===== config.mk =====
export PLATFORM = sky130hd
export DESIGN_NAME = mdt_top
export DESIGN_NICKNAME = d
export VERILOG_FILES = /design/src/shared/mdt_pkg.sv /design/src/shared/mdt_w2_if.sv /design/src/design/mdt_top.sv /design/src/design/mdt_word2_dec.sv /design/src/design/mdt_swap.sv
export SDC_FILE = /design/constraint.sdc
export NUM_CORES = 1
export LEC_CHECK = 0
export ABC_AREA = 1
export BUFFER_PORTS_ARGS = -buffer_cell sky130_fd_sc_hd__buf_4
export CORE_ASPECT_RATIO = 1.25
export CORE_UTILIZATION = 49
export CTS_CLUSTER_DIAMETER = 30
export CTS_CLUSTER_SIZE = 25
export DETAILED_ROUTE_END_ITERATION = 12
export PLACE_DENSITY_LB_ADDON = 0.1
export SYNTH_ARGS = -nofsm -noshare
export SYNTH_HDL_FRONTEND = slang
export SYNTH_SLANG_ARGS = --single-unit

===== constraint.sdc =====
create_clock -name core_clk_i -period 5.9 [get_ports core_clk_i]
set_input_delay 0.295 -clock core_clk_i [delete_from_list [all_inputs] [get_ports core_clk_i]]
set_output_delay 0.295 -clock core_clk_i [all_outputs]
set_load 0.01 [all_outputs]

===== src/shared/mdt_pkg.sv =====
// Purpose: constants and types for the monolithic descriptor tail parser
// Assumes: 32-bit descriptor words, APB register access
// Notes: word indexes count 32-bit words from the descriptor start
`default_nettype none

package mdt_pkg;

    // ************************************************************
    // register map
    // ************************************************************
    localparam logic [11:0] REG_CTRL = 12'h000;
    localparam logic [11:0] REG_STATUS = 12'h004;
    localparam logic [11:0] REG_WORD2 = 12'h008;
    localparam logic [11:0] REG_COUNT = 12'h00c;
    localparam int CTRL_TS_OVR = 0;
    localparam int CTRL_BIG_END = 1;
    localparam logic [1:0] CTRL_RESET = 2'h0;
    localparam int STS_BAD_TYPE = 0;
    localparam int STS_BAD_PSCNT = 1;
    localparam int STS_BAD_OFFSET = 2;

    // ************************************************************
    // word 0 and word 2 fields
    // ************************************************************
    localparam int W0_TYPE_MSB = 31;
    localparam int W0_TYPE_LSB = 30;
    localparam logic [1:0] DESC_MONO = 2'h2;
    localparam int W0_OFF_MSB = 24;
    localparam int W0_OFF_LSB = 16;
    localparam int W0_LEN_MSB = 15;
    localparam int W0_LEN_LSB = 0;
    localparam int W2_EXT_BIT = 31;
    localparam int W2_PSCNT_MSB = 29;
    localparam int W2_PSCNT_LSB = 24;
    localparam int W2_ERR_MSB = 23;
    localparam int W2_ERR_LSB = 20;
    localparam int W2_PSF_MSB = 19;
    localparam int W2_PSF_LSB = 16;
    localparam int W2_PUSH_BIT = 14;
    localparam int W2_QMGR_MSB = 13;
    localparam int W2_QMGR_LSB = 12;
    localparam int W2_QNUM_MSB = 11;
    localparam int W2_QNUM_LSB = 0;
    localparam logic [5:0] PS_MAX = 6'h20;
    // receive may rewrite only the upper half of word 2
    localparam logic [31:0] W2_RX_MASK = 32'hffff_0000;

    // ************************************************************
    // word positions
    // ************************************************************
    localparam logic [14:0] IDX_W1 = 15'h0001;
    localparam logic [14:0] IDX_W2 = 15'h0002;
    localparam logic [14:0] IDX_ALIGN = 15'h0003;
    localparam logic [14:0] IDX_TS = 15'h0004;
    localparam logic [14:0] IDX_SW_LAST = 15'h0007;
    localparam logic [14:0] IDX_PS_EXT = 15'h0008;
    localparam logic [14:0] IDX_PS_NOEXT = 15'h0003;

    typedef enum logic [3:0] {
        K_WORD0, K_WORD1, K_WORD2, K_ALIGN, K_TSTAMP, K_SWINFO,
        K_PSWORD, K_NULL, K_PAYLOAD, K_OTHER
    } mdt_kind_t;

    typedef enum logic [1:0] {ST_IDLE, ST_BODY, ST_DONE} mdt_state_t;

endpackage

`default_nettype wire


===== src/shared/mdt_w2_if.sv =====
// Purpose: carries word 2 capture and its decoded fields
// Assumes: one clock domain
// Notes: fields hold until the next strobe
`default_nettype none

interface mdt_w2_if;
    logic strobe;
    logic [31:0] word;
    logic ext_present;
    logic [5:0] ps_count;
    logic ps_reserved;
    logic [3:0] err_flags;
    logic [3:0] ps_flags;
    logic push_head;
    logic [1:0] ret_qmgr;
    logic [11:0] ret_qnum;
    logic [31:0] raw;

    modport dec (
        input strobe, word,
        output ext_present, ps_count, ps_reserved, err_flags, ps_flags,
        output push_head, ret_qmgr, ret_qnum, raw
    );
    modport use_side (
        output strobe, word,
        input ext_present, ps_count, ps_reserved, err_flags, ps_flags,
        input push_head, ret_qmgr, ret_qnum, raw
    );
endinterface

`default_nettype wire


===== src/design/mdt_top.sv =====
// Purpose: parses and classifies monolithic descriptor words
// Assumes: words arrive in order from word 0, same clock as the core
// Notes: APB slave answers with no wait states
//
// Behaviour
// word 2 bit 31 tells whether the 16-byte extended block exists
// word 2 bits 29-24 count protocol words, at most 32
// word 2 bits 23-20 are packet-type error flags
// word 2 bits 19-16 are packet-type protocol flags
// finished transmit descriptor goes to tail if bit 14 clear, else head
// bits 13-12 pick the return manager, never changed by DMA
// bits 11-0 pick the return queue, not rewritten on receive
// alignment and extended words exist only with the present bit set
// alignment word is neither copied nor overwritten
// first extended word is timestamp; receive overwrite is configurable
// three software words copied on prefetch or infrastructure transfer
// protocol words follow the software words directly
// payload starts at word 0 data offset, overwritten on receive
// only payload follows system byte order
// word 0 bits 24-16 give payload offset 0 to 511
// protocol data at byte 32 with extended block, else byte 12
// word 0 bits 31-30 must equal 2
// word 2 fields latched together and presented decoded
`default_nettype none

module mdt_top #(
    parameter int AW = 12
) (
    // clock and reset
    input wire logic core_clk_i,
    input wire logic reset_n_i,
    // apb slave
    input wire logic psel_i,
    input wire logic penable_i,
    input wire logic pwrite_i,
    input wire logic [AW-1:0] paddr_i,
    input wire logic [31:0] pwdata_i,
    output logic [31:0] prdata_o,
    output logic pready_o,
    output logic pslverr_o,
    // descriptor words in
    input wire logic desc_valid_i,
    input wire logic desc_sop_i,
    input wire logic [31:0] desc_data_i,
    input wire logic rx_dir_i,
    // transmit completion
    input wire logic tx_done_i,
    // classified words out
    output logic out_valid_o,
    output logic [3:0] out_kind_o,
    output logic [14:0] out_index_o,
    output logic [31:0] out_data_o,
    output logic [31:0] out_ovr_mask_o,
    output logic out_copy_o,
    // decoded word 2
    output logic ext_present_o,
    output logic [5:0] ps_count_o,
    output logic [3:0] err_flags_o,
    output logic [3:0] ps_flags_o,
    // descriptor return
    output logic ret_valid_o,
    output logic ret_head_o,
    output logic [1:0] ret_qmgr_o,
    output logic [11:0] ret_qnum_o
);

    initial begin
        if (AW < 12) begin
            $error("mdt_top: AW too small for the register map");
        end
    end

    // ************************************************************
    // reset release
    // ************************************************************
    logic rst_meta;
    logic rst_n;

    always_ff @(posedge core_clk_i or negedge reset_n_i) begin
        if (!reset_n_i) begin
            rst_meta <= 1'b0;
            rst_n <= 1'b0;
        end else begin
            rst_meta <= 1'b1;
            rst_n <= rst_meta;
        end
    end

    // ************************************************************
    // word 2 decoder
    // ************************************************************
    mdt_w2_if w2 ();

    logic [14:0] idx;
    logic [14:0] cur_idx;

    assign cur_idx = desc_sop_i ? 15'h0000 : idx;
    assign w2.strobe = desc_valid_i && !desc_sop_i &&
                       (idx == mdt_pkg::IDX_W2);
    assign w2.word = desc_data_i;

    mdt_word2_dec u_dec (
        .clk_i(core_clk_i),
        .rst_n_i(rst_n),
        .w2(w2)
    );

    // ************************************************************
    // registers
    // ************************************************************
    logic [1:0] ctrl;
    logic [2:0] status;
    logic [15:0] desc_count;
    logic apb_done;
    logic [2:0] ev_set;

    assign apb_done = psel_i && penable_i && pready_o;

    always_ff @(posedge core_clk_i or negedge rst_n) begin
        if (!rst_n) begin
            ctrl <= mdt_pkg::CTRL_RESET;
        end else if (apb_done && pwrite_i &&
                     paddr_i[11:0] == mdt_pkg::REG_CTRL) begin
            ctrl <= pwdata_i[1:0];
        end
    end

    // write one to clear, a new event wins
    always_ff @(posedge core_clk_i or negedge rst_n) begin
        if (!rst_n) begin
            status <= 3'h0;
        end else if (apb_done && pwrite_i &&
                     paddr_i[11:0] == mdt_pkg::REG_STATUS) begin
            status <= (status & ~pwdata_i[2:0]) | ev_set;
        end else begin
            status <= status | ev_set;
        end
    end

    always_ff @(posedge core_clk_i or negedge rst_n) begin
        if (!rst_n) begin
            pready_o <= 1'b0;
            pslverr_o <= 1'b0;
            prdata_o <= 32'h0000_0000;
        end else begin
            pready_o <= psel_i && !penable_i;
            if (psel_i && !penable_i) begin
                pslverr_o <= 1'b0;
                prdata_o <= 32'h0000_0000;
                case (paddr_i[11:0])
                    mdt_pkg::REG_CTRL: prdata_o <= {30'h0, ctrl};
                    mdt_pkg::REG_STATUS: prdata_o <= {29'h0, status};
                    mdt_pkg::REG_WORD2: prdata_o <= w2.raw;
                    mdt_pkg::REG_COUNT: prdata_o <= {16'h0, desc_count};
                    default: pslverr_o <= 1'b1;
                endcase
            end
        end
    end

    // ************************************************************
    // descriptor walk
    // ************************************************************
    mdt_pkg::mdt_state_t state;
    logic [8:0] data_off;
    logic [15:0] pkt_len;
    logic [14:0] ps_start;
    logic [14:0] ps_end;
    logic [14:0] pay_start;
    logic [14:0] pay_end;
    logic [5:0] ps_eff;
    mdt_pkg::mdt_kind_t next_kind;

    always_ff @(posedge core_clk_i or negedge rst_n) begin
        if (!rst_n) begin
            state <= mdt_pkg::ST_IDLE;
            idx <= 15'h0000;
        end else if (desc_valid_i) begin
            idx <= cur_idx + 15'h0001;
            state <= mdt_pkg::ST_BODY;
        end
    end

    // offset and length
    always_ff @(posedge core_clk_i or negedge rst_n) begin
        if (!rst_n) begin
            data_off <= 9'h000;
            pkt_len <= 16'h0000;
        end else if (desc_valid_i && desc_sop_i) begin
            data_off <= desc_data_i[mdt_pkg::W0_OFF_MSB:mdt_pkg::W0_OFF_LSB];
            pkt_len <= desc_data_i[mdt_pkg::W0_LEN_MSB:mdt_pkg::W0_LEN_LSB];
        end
    end

    always_ff @(posedge core_clk_i or negedge rst_n) begin
        if (!rst_n) begin
            desc_count <= 16'h0000;
        end else if (desc_valid_i && desc_sop_i) begin
            desc_count <= desc_count + 16'h0001;
        end
    end

    // reserved counts clamp
    assign ps_eff = w2.ps_reserved ? mdt_pkg::PS_MAX : w2.ps_count;
    // protocol start
    assign ps_start = w2.ext_present ? mdt_pkg::IDX_PS_EXT
                                     : mdt_pkg::IDX_PS_NOEXT;
    // directly after
    assign ps_end = ps_start + {9'h000, ps_eff};
    assign pay_start = {8'h00, data_off[8:2]};
    assign pay_end = pay_start + {1'b0, pkt_len[15:2]}
                   + {14'h0000, |pkt_len[1:0]};

    always_comb begin
        next_kind = mdt_pkg::K_OTHER;
        if (desc_sop_i) begin
            next_kind = mdt_pkg::K_WORD0;
        end else if (idx == mdt_pkg::IDX_W1) begin
            next_kind = mdt_pkg::K_WORD1;
        end else if (idx == mdt_pkg::IDX_W2) begin
            next_kind = mdt_pkg::K_WORD2;
        // extended words only when present
        end else if (w2.ext_present && idx <= mdt_pkg::IDX_SW_LAST) begin
            if (idx == mdt_pkg::IDX_ALIGN) begin
                next_kind = mdt_pkg::K_ALIGN;
            end else if (idx == mdt_pkg::IDX_TS) begin
                next_kind = mdt_pkg::K_TSTAMP;
            end else begin
                next_kind = mdt_pkg::K_SWINFO;
            end
        end else if (idx < ps_end) begin
            next_kind = mdt_pkg::K_PSWORD;
        // payload from the data offset
        end else if (idx < pay_start) begin
            next_kind = mdt_pkg::K_NULL;
        end else if (idx < pay_end) begin
            next_kind = mdt_pkg::K_PAYLOAD;
        end
    end

    // ************************************************************
    // error events
    // ************************************************************
    always_comb begin
        ev_set = 3'h0;
        // type check
        if (desc_valid_i && desc_sop_i &&
            desc_data_i[mdt_pkg::W0_TYPE_MSB:mdt_pkg::W0_TYPE_LSB] !=
            mdt_pkg::DESC_MONO) begin
            ev_set[mdt_pkg::STS_BAD_TYPE] = 1'b1;
        end
        // reserved count, and payload start before protocol end
        if (desc_valid_i && idx == mdt_pkg::IDX_ALIGN && !desc_sop_i) begin
            ev_set[mdt_pkg::STS_BAD_PSCNT] = w2.ps_reserved;
            ev_set[mdt_pkg::STS_BAD_OFFSET] = (pay_start < ps_end);
        end
    end

    // ************************************************************
    // classified output
    // ************************************************************
    logic [31:0] swapped;
    logic is_pay;

    assign is_pay = (next_kind == mdt_pkg::K_PAYLOAD);

    // byte order on payload only
    mdt_swap #(
        .WIDTH(32)
    ) u_swap (
        .swap_i(is_pay && ctrl[mdt_pkg::CTRL_BIG_END]),
        .data_i(desc_data_i),
        .data_o(swapped)
    );

    always_ff @(posedge core_clk_i or negedge rst_n) begin
        if (!rst_n) begin
            out_valid_o <= 1'b0;
            out_kind_o <= 4'h0;
            out_index_o <= 15'h0000;
            out_data_o <= 32'h0000_0000;
        end else begin
            out_valid_o <= desc_valid_i;
            if (desc_valid_i) begin
                out_kind_o <= next_kind;
                out_index_o <= cur_idx;
                out_data_o <= swapped;
            end
        end
    end

    always_ff @(posedge core_clk_i or negedge rst_n) begin
        if (!rst_n) begin
            out_ovr_mask_o <= 32'h0000_0000;
            out_copy_o <= 1'b0;
        end else if (desc_valid_i) begin
            // software words travel
            out_copy_o <= (next_kind == mdt_pkg::K_SWINFO);
            out_ovr_mask_o <= 32'h0000_0000;
            if (rx_dir_i) begin
                case (next_kind)
                    // return fields kept
                    mdt_pkg::K_WORD2: out_ovr_mask_o <= mdt_pkg::W2_RX_MASK;
                    // scratch word untouched
                    mdt_pkg::K_ALIGN: out_ovr_mask_o <= 32'h0000_0000;
                    // timestamp by control
                    mdt_pkg::K_TSTAMP:
                        out_ovr_mask_o <= {32{ctrl[mdt_pkg::CTRL_TS_OVR]}};
                    mdt_pkg::K_WORD0, mdt_pkg::K_WORD1, mdt_pkg::K_SWINFO,
                    mdt_pkg::K_PSWORD, mdt_pkg::K_PAYLOAD:
                        out_ovr_mask_o <= 32'hffff_ffff;
                    default: out_ovr_mask_o <= 32'h0000_0000;
                endcase
            end
        end
    end

    // ************************************************************
    // decoded fields and return request
    // ************************************************************
    // decoded outputs
    always_ff @(posedge core_clk_i or negedge rst_n) begin
        if (!rst_n) begin
            ext_present_o <= 1'b0;
            ps_count_o <= 6'h00;
            err_flags_o <= 4'h0;
            ps_flags_o <= 4'h0;
        end else begin
            ext_present_o <= w2.ext_present;
            ps_count_o <= w2.ps_count;
            err_flags_o <= w2.err_flags;
            ps_flags_o <= w2.ps_flags;
        end
    end

    // head or tail push
    always_ff @(posedge core_clk_i or negedge rst_n) begin
        if (!rst_n) begin
            ret_valid_o <= 1'b0;
            ret_head_o <= 1'b0;
            ret_qmgr_o <= 2'h0;
            ret_qnum_o <= 12'h000;
        end else begin
            ret_valid_o <= tx_done_i;
            if (tx_done_i) begin
                ret_head_o <= w2.push_head;
                ret_qmgr_o <= w2.ret_qmgr;
                ret_qnum_o <= w2.ret_qnum;
            end
        end
    end

endmodule

`default_nettype wire


===== src/design/mdt_word2_dec.sv =====
// Purpose: latches descriptor word 2 and splits it into fields
// Assumes: strobe is a single-cycle pulse on the same clock
// Notes: all fields change together
`default_nettype none

module mdt_word2_dec (
    // clock and reset
    input wire logic clk_i,
    input wire logic rst_n_i,
    // word 2 carrier
    mdt_w2_if.dec w2
);

    // latch together
    always_ff @(posedge clk_i or negedge rst_n_i) begin
        if (!rst_n_i) begin
            w2.raw <= 32'h0000_0000;
        end else if (w2.strobe) begin
            w2.raw <= w2.word;
        end
    end

    // extended block flag
    assign w2.ext_present = w2.raw[mdt_pkg::W2_EXT_BIT];
    // protocol word count
    assign w2.ps_count =
        w2.raw[mdt_pkg::W2_PSCNT_MSB:mdt_pkg::W2_PSCNT_LSB];
    assign w2.ps_reserved = (w2.ps_count > mdt_pkg::PS_MAX);
    // error flags
    assign w2.err_flags = w2.raw[mdt_pkg::W2_ERR_MSB:mdt_pkg::W2_ERR_LSB];
    // protocol flags
    assign w2.ps_flags = w2.raw[mdt_pkg::W2_PSF_MSB:mdt_pkg::W2_PSF_LSB];
    // push policy
    assign w2.push_head = w2.raw[mdt_pkg::W2_PUSH_BIT];
    // return manager
    assign w2.ret_qmgr =
        w2.raw[mdt_pkg::W2_QMGR_MSB:mdt_pkg::W2_QMGR_LSB];
    // return queue
    assign w2.ret_qnum =
        w2.raw[mdt_pkg::W2_QNUM_MSB:mdt_pkg::W2_QNUM_LSB];

endmodule

`default_nettype wire


===== src/design/mdt_swap.sv =====
// Purpose: optional byte-order reversal of one data word
// Assumes: width is a whole number of bytes
// Notes: purely combinational
`default_nettype none

module mdt_swap #(
    parameter int WIDTH = 32
) (
    // control
    input wire logic swap_i,
    // data
    input wire logic [WIDTH-1:0] data_i,
    output logic [WIDTH-1:0] data_o
);

    localparam int NB = WIDTH / 8;

    initial begin
        if (WIDTH % 8 != 0 || WIDTH < 8) begin
            $error("mdt_swap: WIDTH must be a multiple of 8");
        end
    end

    for (genvar b = 0; b < NB; b++) begin : g_byte
        assign data_o[8*b +: 8] =
            swap_i ? data_i[8*(NB-1-b) +: 8] : data_i[8*b +: 8];
    end

endmodule

`default_nettype wire


# After elaboration in Yosys (flattened, before gate mapping)
# Cells that the tools add are included.
[op_classes]
add_sub_neg = 5
order_cmp = 6
n_eq_ne = 14
n_bitwise = 4
reduce_logical = 21
muxes = 23
[op_table]
columns = ["op", "n"]
rows = [
  ["$pmux W32 S4", 1],
  ["$pmux W32 S3", 1],
  ["$mux W32", 1],
  ["$mux W8", 4],
  ["$eq A15 B2 Y1 const B", 2],
  ["$lt A15 B7 Y1", 2],
  ["$mux W4", 7],
  ["$eq A12 B4 Y1 const B", 2],
  ["$add A16 B1 Y16 const B", 1],
  ["$add A15 B1 Y15", 1],
  ["$add A15 B1 Y15 const B", 1],
  ["$add A7 B14 Y15", 1],
  ["$eq A15 B1 Y1 const B", 1],
  ["$eq A15 B3 Y1 const B", 1],
  ["$le A15 B3 Y1 const B", 1],
  ["$lt A15 B15 Y1", 1],
  ["$mux W15", 1],
  ["$logic_and A1 B1 Y1", 14],
  ["$eq A12 B3 Y1 const B", 1],
  ["$eq A4 B3 Y1 const B", 3],
  ["$logic_not A12 Y1", 1],
  ["$add A4 B6 Y7", 1],
  ["$lt A7 B7 Y1", 1],
  ["$gt A6 B6 Y1 const B", 1],
  ["16 further kinds", 22],
]
[totals]
wordCells = 99
output_inout_bits = 150
regBits = 245

# Depth between registers and ports, before layout
[depth]
word_depth = 14
ltp_mapped = 30
ltp_nobuf = 30

# Hierarchy
# Synthesis repeated with hierarchy kept, for this count alone.
[unflattened]
hier_cells = 1346
area_unflattened_um2 = 11322.1
[by_module_without_submodules]
columns = ["mod", "cells_each", "n_inst", "area_each_um2"]
rows = [
  ["mdt_top", 1072, 1, 9160.0],
  ["mdt_word2_dec", 170, 1, 1659.1],
  ["mdt_swap", 104, 1, 503.0],
]

# Least setup slack after synthesis
# OpenSTA, ideal clock, no wires.
[synth_timing]
path_type = "register -> register"
startpoint = "register data_off[2]"
endpoint = "register out_data_o[21]"
n_path_buf = 1
stages_incl_launch_ff = 29
t_required_ns = 5.780
period_less_slack_ns = 4.081
slack_ns = 1.819
arrival_ns = 3.961
cell_sequence = "dfrtp_1 inv_1 fa_1 fa_1 o21ai_0 a21oi_1 o21bai_1 nand2_1 a21oi_1 and3_1 nand2_1 nor2_1 nand3_1 ha_1 nand2_1 inv_1 nand3_1 inv_1 a21oi_1 nand3_1 nand2_1 nand2_1 nand2_2 nand2_2 nand2_4 nand3_4 clkbuf_2 o21ai_1 nand2_1"
[synth_via]
elab_chain_len = 13
[synth_lines]
columns = ["item", "line", "source"]
rows = [
  ["from (decl)", "mdt_top.sv:165", "logic [8:0] data_off;"],
  ["from (signal assigned)", "mdt_top.sv:190", "data_off <= desc_data_i[mdt_pkg::W0_OFF_MSB:mdt_pkg::W0_OFF_LSB];"],
  ["$add A7 B14 Y15", "mdt_top.sv:211", "assign pay_end = pay_start + {1'b0, pkt_len[15:2]}"],
  ["$add A15 B1 Y15", "mdt_top.sv:212", "+ {14'h0000, |pkt_len[1:0]};"],
  ["$lt A15 B15 Y1", "mdt_top.sv:236", "end else if (idx < pay_end) begin"],
  ["$mux W1", "mdt_top.sv:236", ""],
  ["$mux W4 *", "mdt_top.sv:234", "end else if (idx < pay_start) begin"],
  ["$mux W4 *", "mdt_top.sv:231", "end else if (idx < ps_end) begin"],
  ["$mux W4 *", "mdt_top.sv:223", "end else if (w2.ext_present && idx <= mdt_pkg::IDX_SW_LAST) begin"],
  ["$mux W4 *", "mdt_top.sv:220", "end else if (idx == mdt_pkg::IDX_W2) begin"],
  ["$mux W4 *", "mdt_top.sv:218", "end else if (idx == mdt_pkg::IDX_W1) begin"],
  ["$mux W4 *", "mdt_top.sv:216", "if (desc_sop_i) begin"],
  ["$eq A4 B4 Y1 *", "mdt_top.sv:265", "assign is_pay = (next_kind == mdt_pkg::K_PAYLOAD);"],
  ["$logic_and A1 B1 Y1 *", "mdt_top.sv:271", ".swap_i(is_pay && ctrl[mdt_pkg::CTRL_BIG_END]),"],
  ["$mux W8 *", "mdt_swap.sv:26", "swap_i ? data_i[8*(NB-1-b) +: 8] : data_i[8*b +: 8];"],
  ["to (signal assigned)", "mdt_top.sv:287", "out_data_o <= swapped;"],
  ["to (decl)", "mdt_top.sv:52", "output logic [31:0] out_data_o,"],
]
# Mark *: on every way between the ends. The rest lies on a longest branch, timed or not.
# A chain may end at the register's enable or synchronous reset.

# Final worst setup path
[layout_timing]
startpoint = "register data_off[2]"
endpoint = "register out_data_o[12]"
# Same word-level chain as after synthesis.

==> impl_metrics.json <==
{
  "ir_drop_mv": 0.195,
  "grt_max_degree": 165,
  "diodes": 0,
  "grt_usage": 0.250,
  "final_cell_mix": "nand2_1 (305), dfrtp_1 (212), buf_4 (209)",
  "tightest_slew_ps": 1090,
  "slowest_delay_ps": 530,
  "worstSetupEndpointType": "register",
  "dr.first_iter.drc_count": 478,
  "post_cts_resized": 0,
  "fin_nets": 1526,
  "critPathKind": "reg -> reg",
  "crit_fanout": 64,
  "grt_first_pass_wirelength_um": 43000,
  "p_sw_mw": 1.64,
  "relSlewSlack": 0.272,
  "power.density_nw_per_um2": 410,
  "start_kind": "register",
  "tritoncts": "yes",
  "gp_congestion": 0.836,
  "mostFrequentLayoutCell": "nand2_1",
  "ys_warn_count": 0,
  "core_area_um2": 20700,
  "io_pins": 235,
  "seq_power_share": 0.352,
  "gr-total-overflow": 0,
  "crit_required_ps": 6350,
  "crit_arrival_ps": 5660,
  "antenna_found_initial": 0,
  "vias": 8590,
  "r2r_cells": 28,
  "first_global_vias": 8216,
  "routed_wl_um": 26700,
  "drtPass1Iterations": 5,
  "clockBufferDepth": 3,
  "p_leak_nw": 7.03,
  "die_area_um2": 21700,
  "rows": 59,
  "synth_area_per_cell_um2": 8.59,
  "area_delta_synth_final_pct": 30.0,
  "rsz0062_at_grt": "no",
  "pwr-share-clk": 0.442,
  "yosysSeqAreaShare": 0.515,
  "syn_area_um2": 10400,
  "final-max-slew-violation-count": 0,
  "avgViaCountPerCell": 5.04,
  "cts_sinks": 213,
  "start_util": 0.499,
  "p_int_mw": 3.88,
  "postSynthCellCount": 1206,
  "maxCapViolations": 0,
  "status": "complete, no violations",
  "worst_path_most_repeated_cell": "nand2_1",
  "die_h_um": 165,
  "clk_latency_ps": 530,
  "setup_violations": 0,
  "cts-htree-levels": 2,
  "synth.distinct_cells": 49,
  "yosys_register_bits": 213,
  "die_w_um": 132,
  "cts_made_buffers": 39,
  "final_layout_size_suffix_gt1_frac": 0.211,
  "clock.fmax_ghz": 0.192,
  "min_delay_path_depth": 3,
  "io_buffer_count": 205,
  "dp_hpwl_um": 18900,
  "synth_edf_count": 0,
  "worst_path_max_delay_cell": "nand3_4",
  "skew_ps": 22.8,
  "clkTransAtPathRegs_ps": 50,
  "routedWlPerCell_um": 15.7,
  "p_comb_frac": 0.205,
  "cts_root_buffer": "clkbuf_16",
  "p_sw_frac": 0.296,
  "final_util": 0.649,
  "drcViolationCount": 0,
  "period_minus_slack_ps": 5210,
  "holdCritPathClass": "in -> reg",
  "ys.flop_type": "dfrtp_1",
  "fin_setup_tns_ps": 0,
  "hold_viol_final": 0,
  "fin_crit_sh": 0.883,
  "ant_nets": 0,
  "postSynth.asyncResetShare": 1.00
}
[power groups by stage]
stage | logic (mW) | registers, mW | clock network [mW]
3_5_place_dp | 1.12 | 1.97 | 0
4_1_cts | 1.14 | 1.95 | 2.47
2_1_floorplan | 0.674 | 1.97 | 0
3_3_place_gp | 1.10 | 1.96 | 0
6_report | 1.13 | 1.95 | 2.44
5_1_grt | 1.29 | 1.98 | 2.54
[worst paths after layout]
check,start,end,slack [ps]
max,data_off[2]$_DFFE_PN0P_,out_data_o[12]$_DFFE_PN0P_,690
min,desc_data_i[8],out_data_o[16]$_DFFE_PN0P_,10
max reg2reg,data_off[2]$_DFFE_PN0P_,out_data_o[12]$_DFFE_PN0P_,690
min reg2reg,rst_n$_DFF_PN0_,out_data_o[19]$_DFFE_PN0P_,350
max in group asynchronous,rst_n$_DFF_PN0_,prdata_o[1]$_DFFE_PN0P_,4260
min in group asynchronous,reset_n_i,rst_n$_DFF_PN0_,110
[critical path, delay by kind of cell, from the launching register on]
family	cells	cell delay, ps
flops	1	340
compound gates	7	1450
simple gates	15	1910
buf+inv	3	190
fa+ha+maj	3	1180
[synth_stat cells, types with 4 or more instances]
cell        n  area, um2
nor3_1     15       75.1
clkbuf_1   33        124
nor2_1     58        218
o22ai_1    12       75.1
nor4_1      6       37.5
dfrtp_1   213       5330
nand2_1   306       1150
nand4_1    12       75.1
o21ai_1    33        165
mux2_2      4       45.0
ha_1       39        488
xor2_1     37        324
o21ai_0   106        531
buf_2       4       20.0
a21oi_1    62        310
inv_1     150        563
buf_4      30        225
nand3_1    35        175
[per-layer routing]
| layer | global-route usage | part of all wire |
|---|---|---|
| met5 | 0 | 0 |
| met4 | 0.0819 | 0.021 |
| met3 | 0.0421 | 0.049 |
| met2 | 0.431 | 0.51 |
| met1 | 0.322 | 0.42 |
[through the flow]
step | power, mW | cells | hold slack, ps | cell area, um2 | worst slack [ps]
2_1_floorplan | 2.64 | 1208 | -0.591 | 10400 | 1820
3_3_place_gp | 3.06 | 1620 | 77.4 | 11900 | 840
3_5_place_dp | 3.09 | 1620 | 78.7 | 11900 | 741
4_1_cts | 5.56 | 1704 | 0.207 | 13500 | 693
5_1_grt | 5.82 | 1704 | 0.911 | 13500 | 101
6_report | 5.52 | 1704 | 12.1 | 13500 | 691
[flip-flops by register name (all words and copies together) (netlist names), 2 cells and up]
name / cells
idx: 15
data_off: 7
status: 3
out_ovr_mask_o: 2
prdata_o: 32
err_flags_o: 4
out_data_o: 32
ps_flags_o: 4
pkt_len: 16
out_index_o: 15
ret_qnum_o: 12
ps_count_o: 6
desc_count: 16
ret_qmgr_o: 2
ctrl: 2
u_dec.w2.raw: 32
out_kind_o: 4
[kinds of logic (layout without fill, tap and decap cells)]
family,Yosys count,count (layout),share of synthesized area
and+or+nand+nor,448,448,0.180
adders and majority gates,42,42,0.0529
muxes,4,4,0.00435
xor gates and xnor gates,40,40,0.0338
DFF,213,213,0.515
other,1,3,0.000362
buffers and inverters,227,449,0.0959
AOI/OAI and AO/OA,231,231,0.118
[area by class of cell]
class	instances	area, um2
fillers	1768	7280
multi-input cells	768	4050
clock inverters	25	417
repair buffers	222	1710
well taps	274	343
flip-flops and latches	213	5330
inverters	155	582
clock buffers	47	1040
[what timing repair did]
| item | in CTS | in global routing |
|---|---|---|
| buffers inserted | 0 | 0 |
| endpoints found under the hold margin | 13 | 0 |
| hold buffers | 12 | 0 |
(Power assumes the default switching activity.)
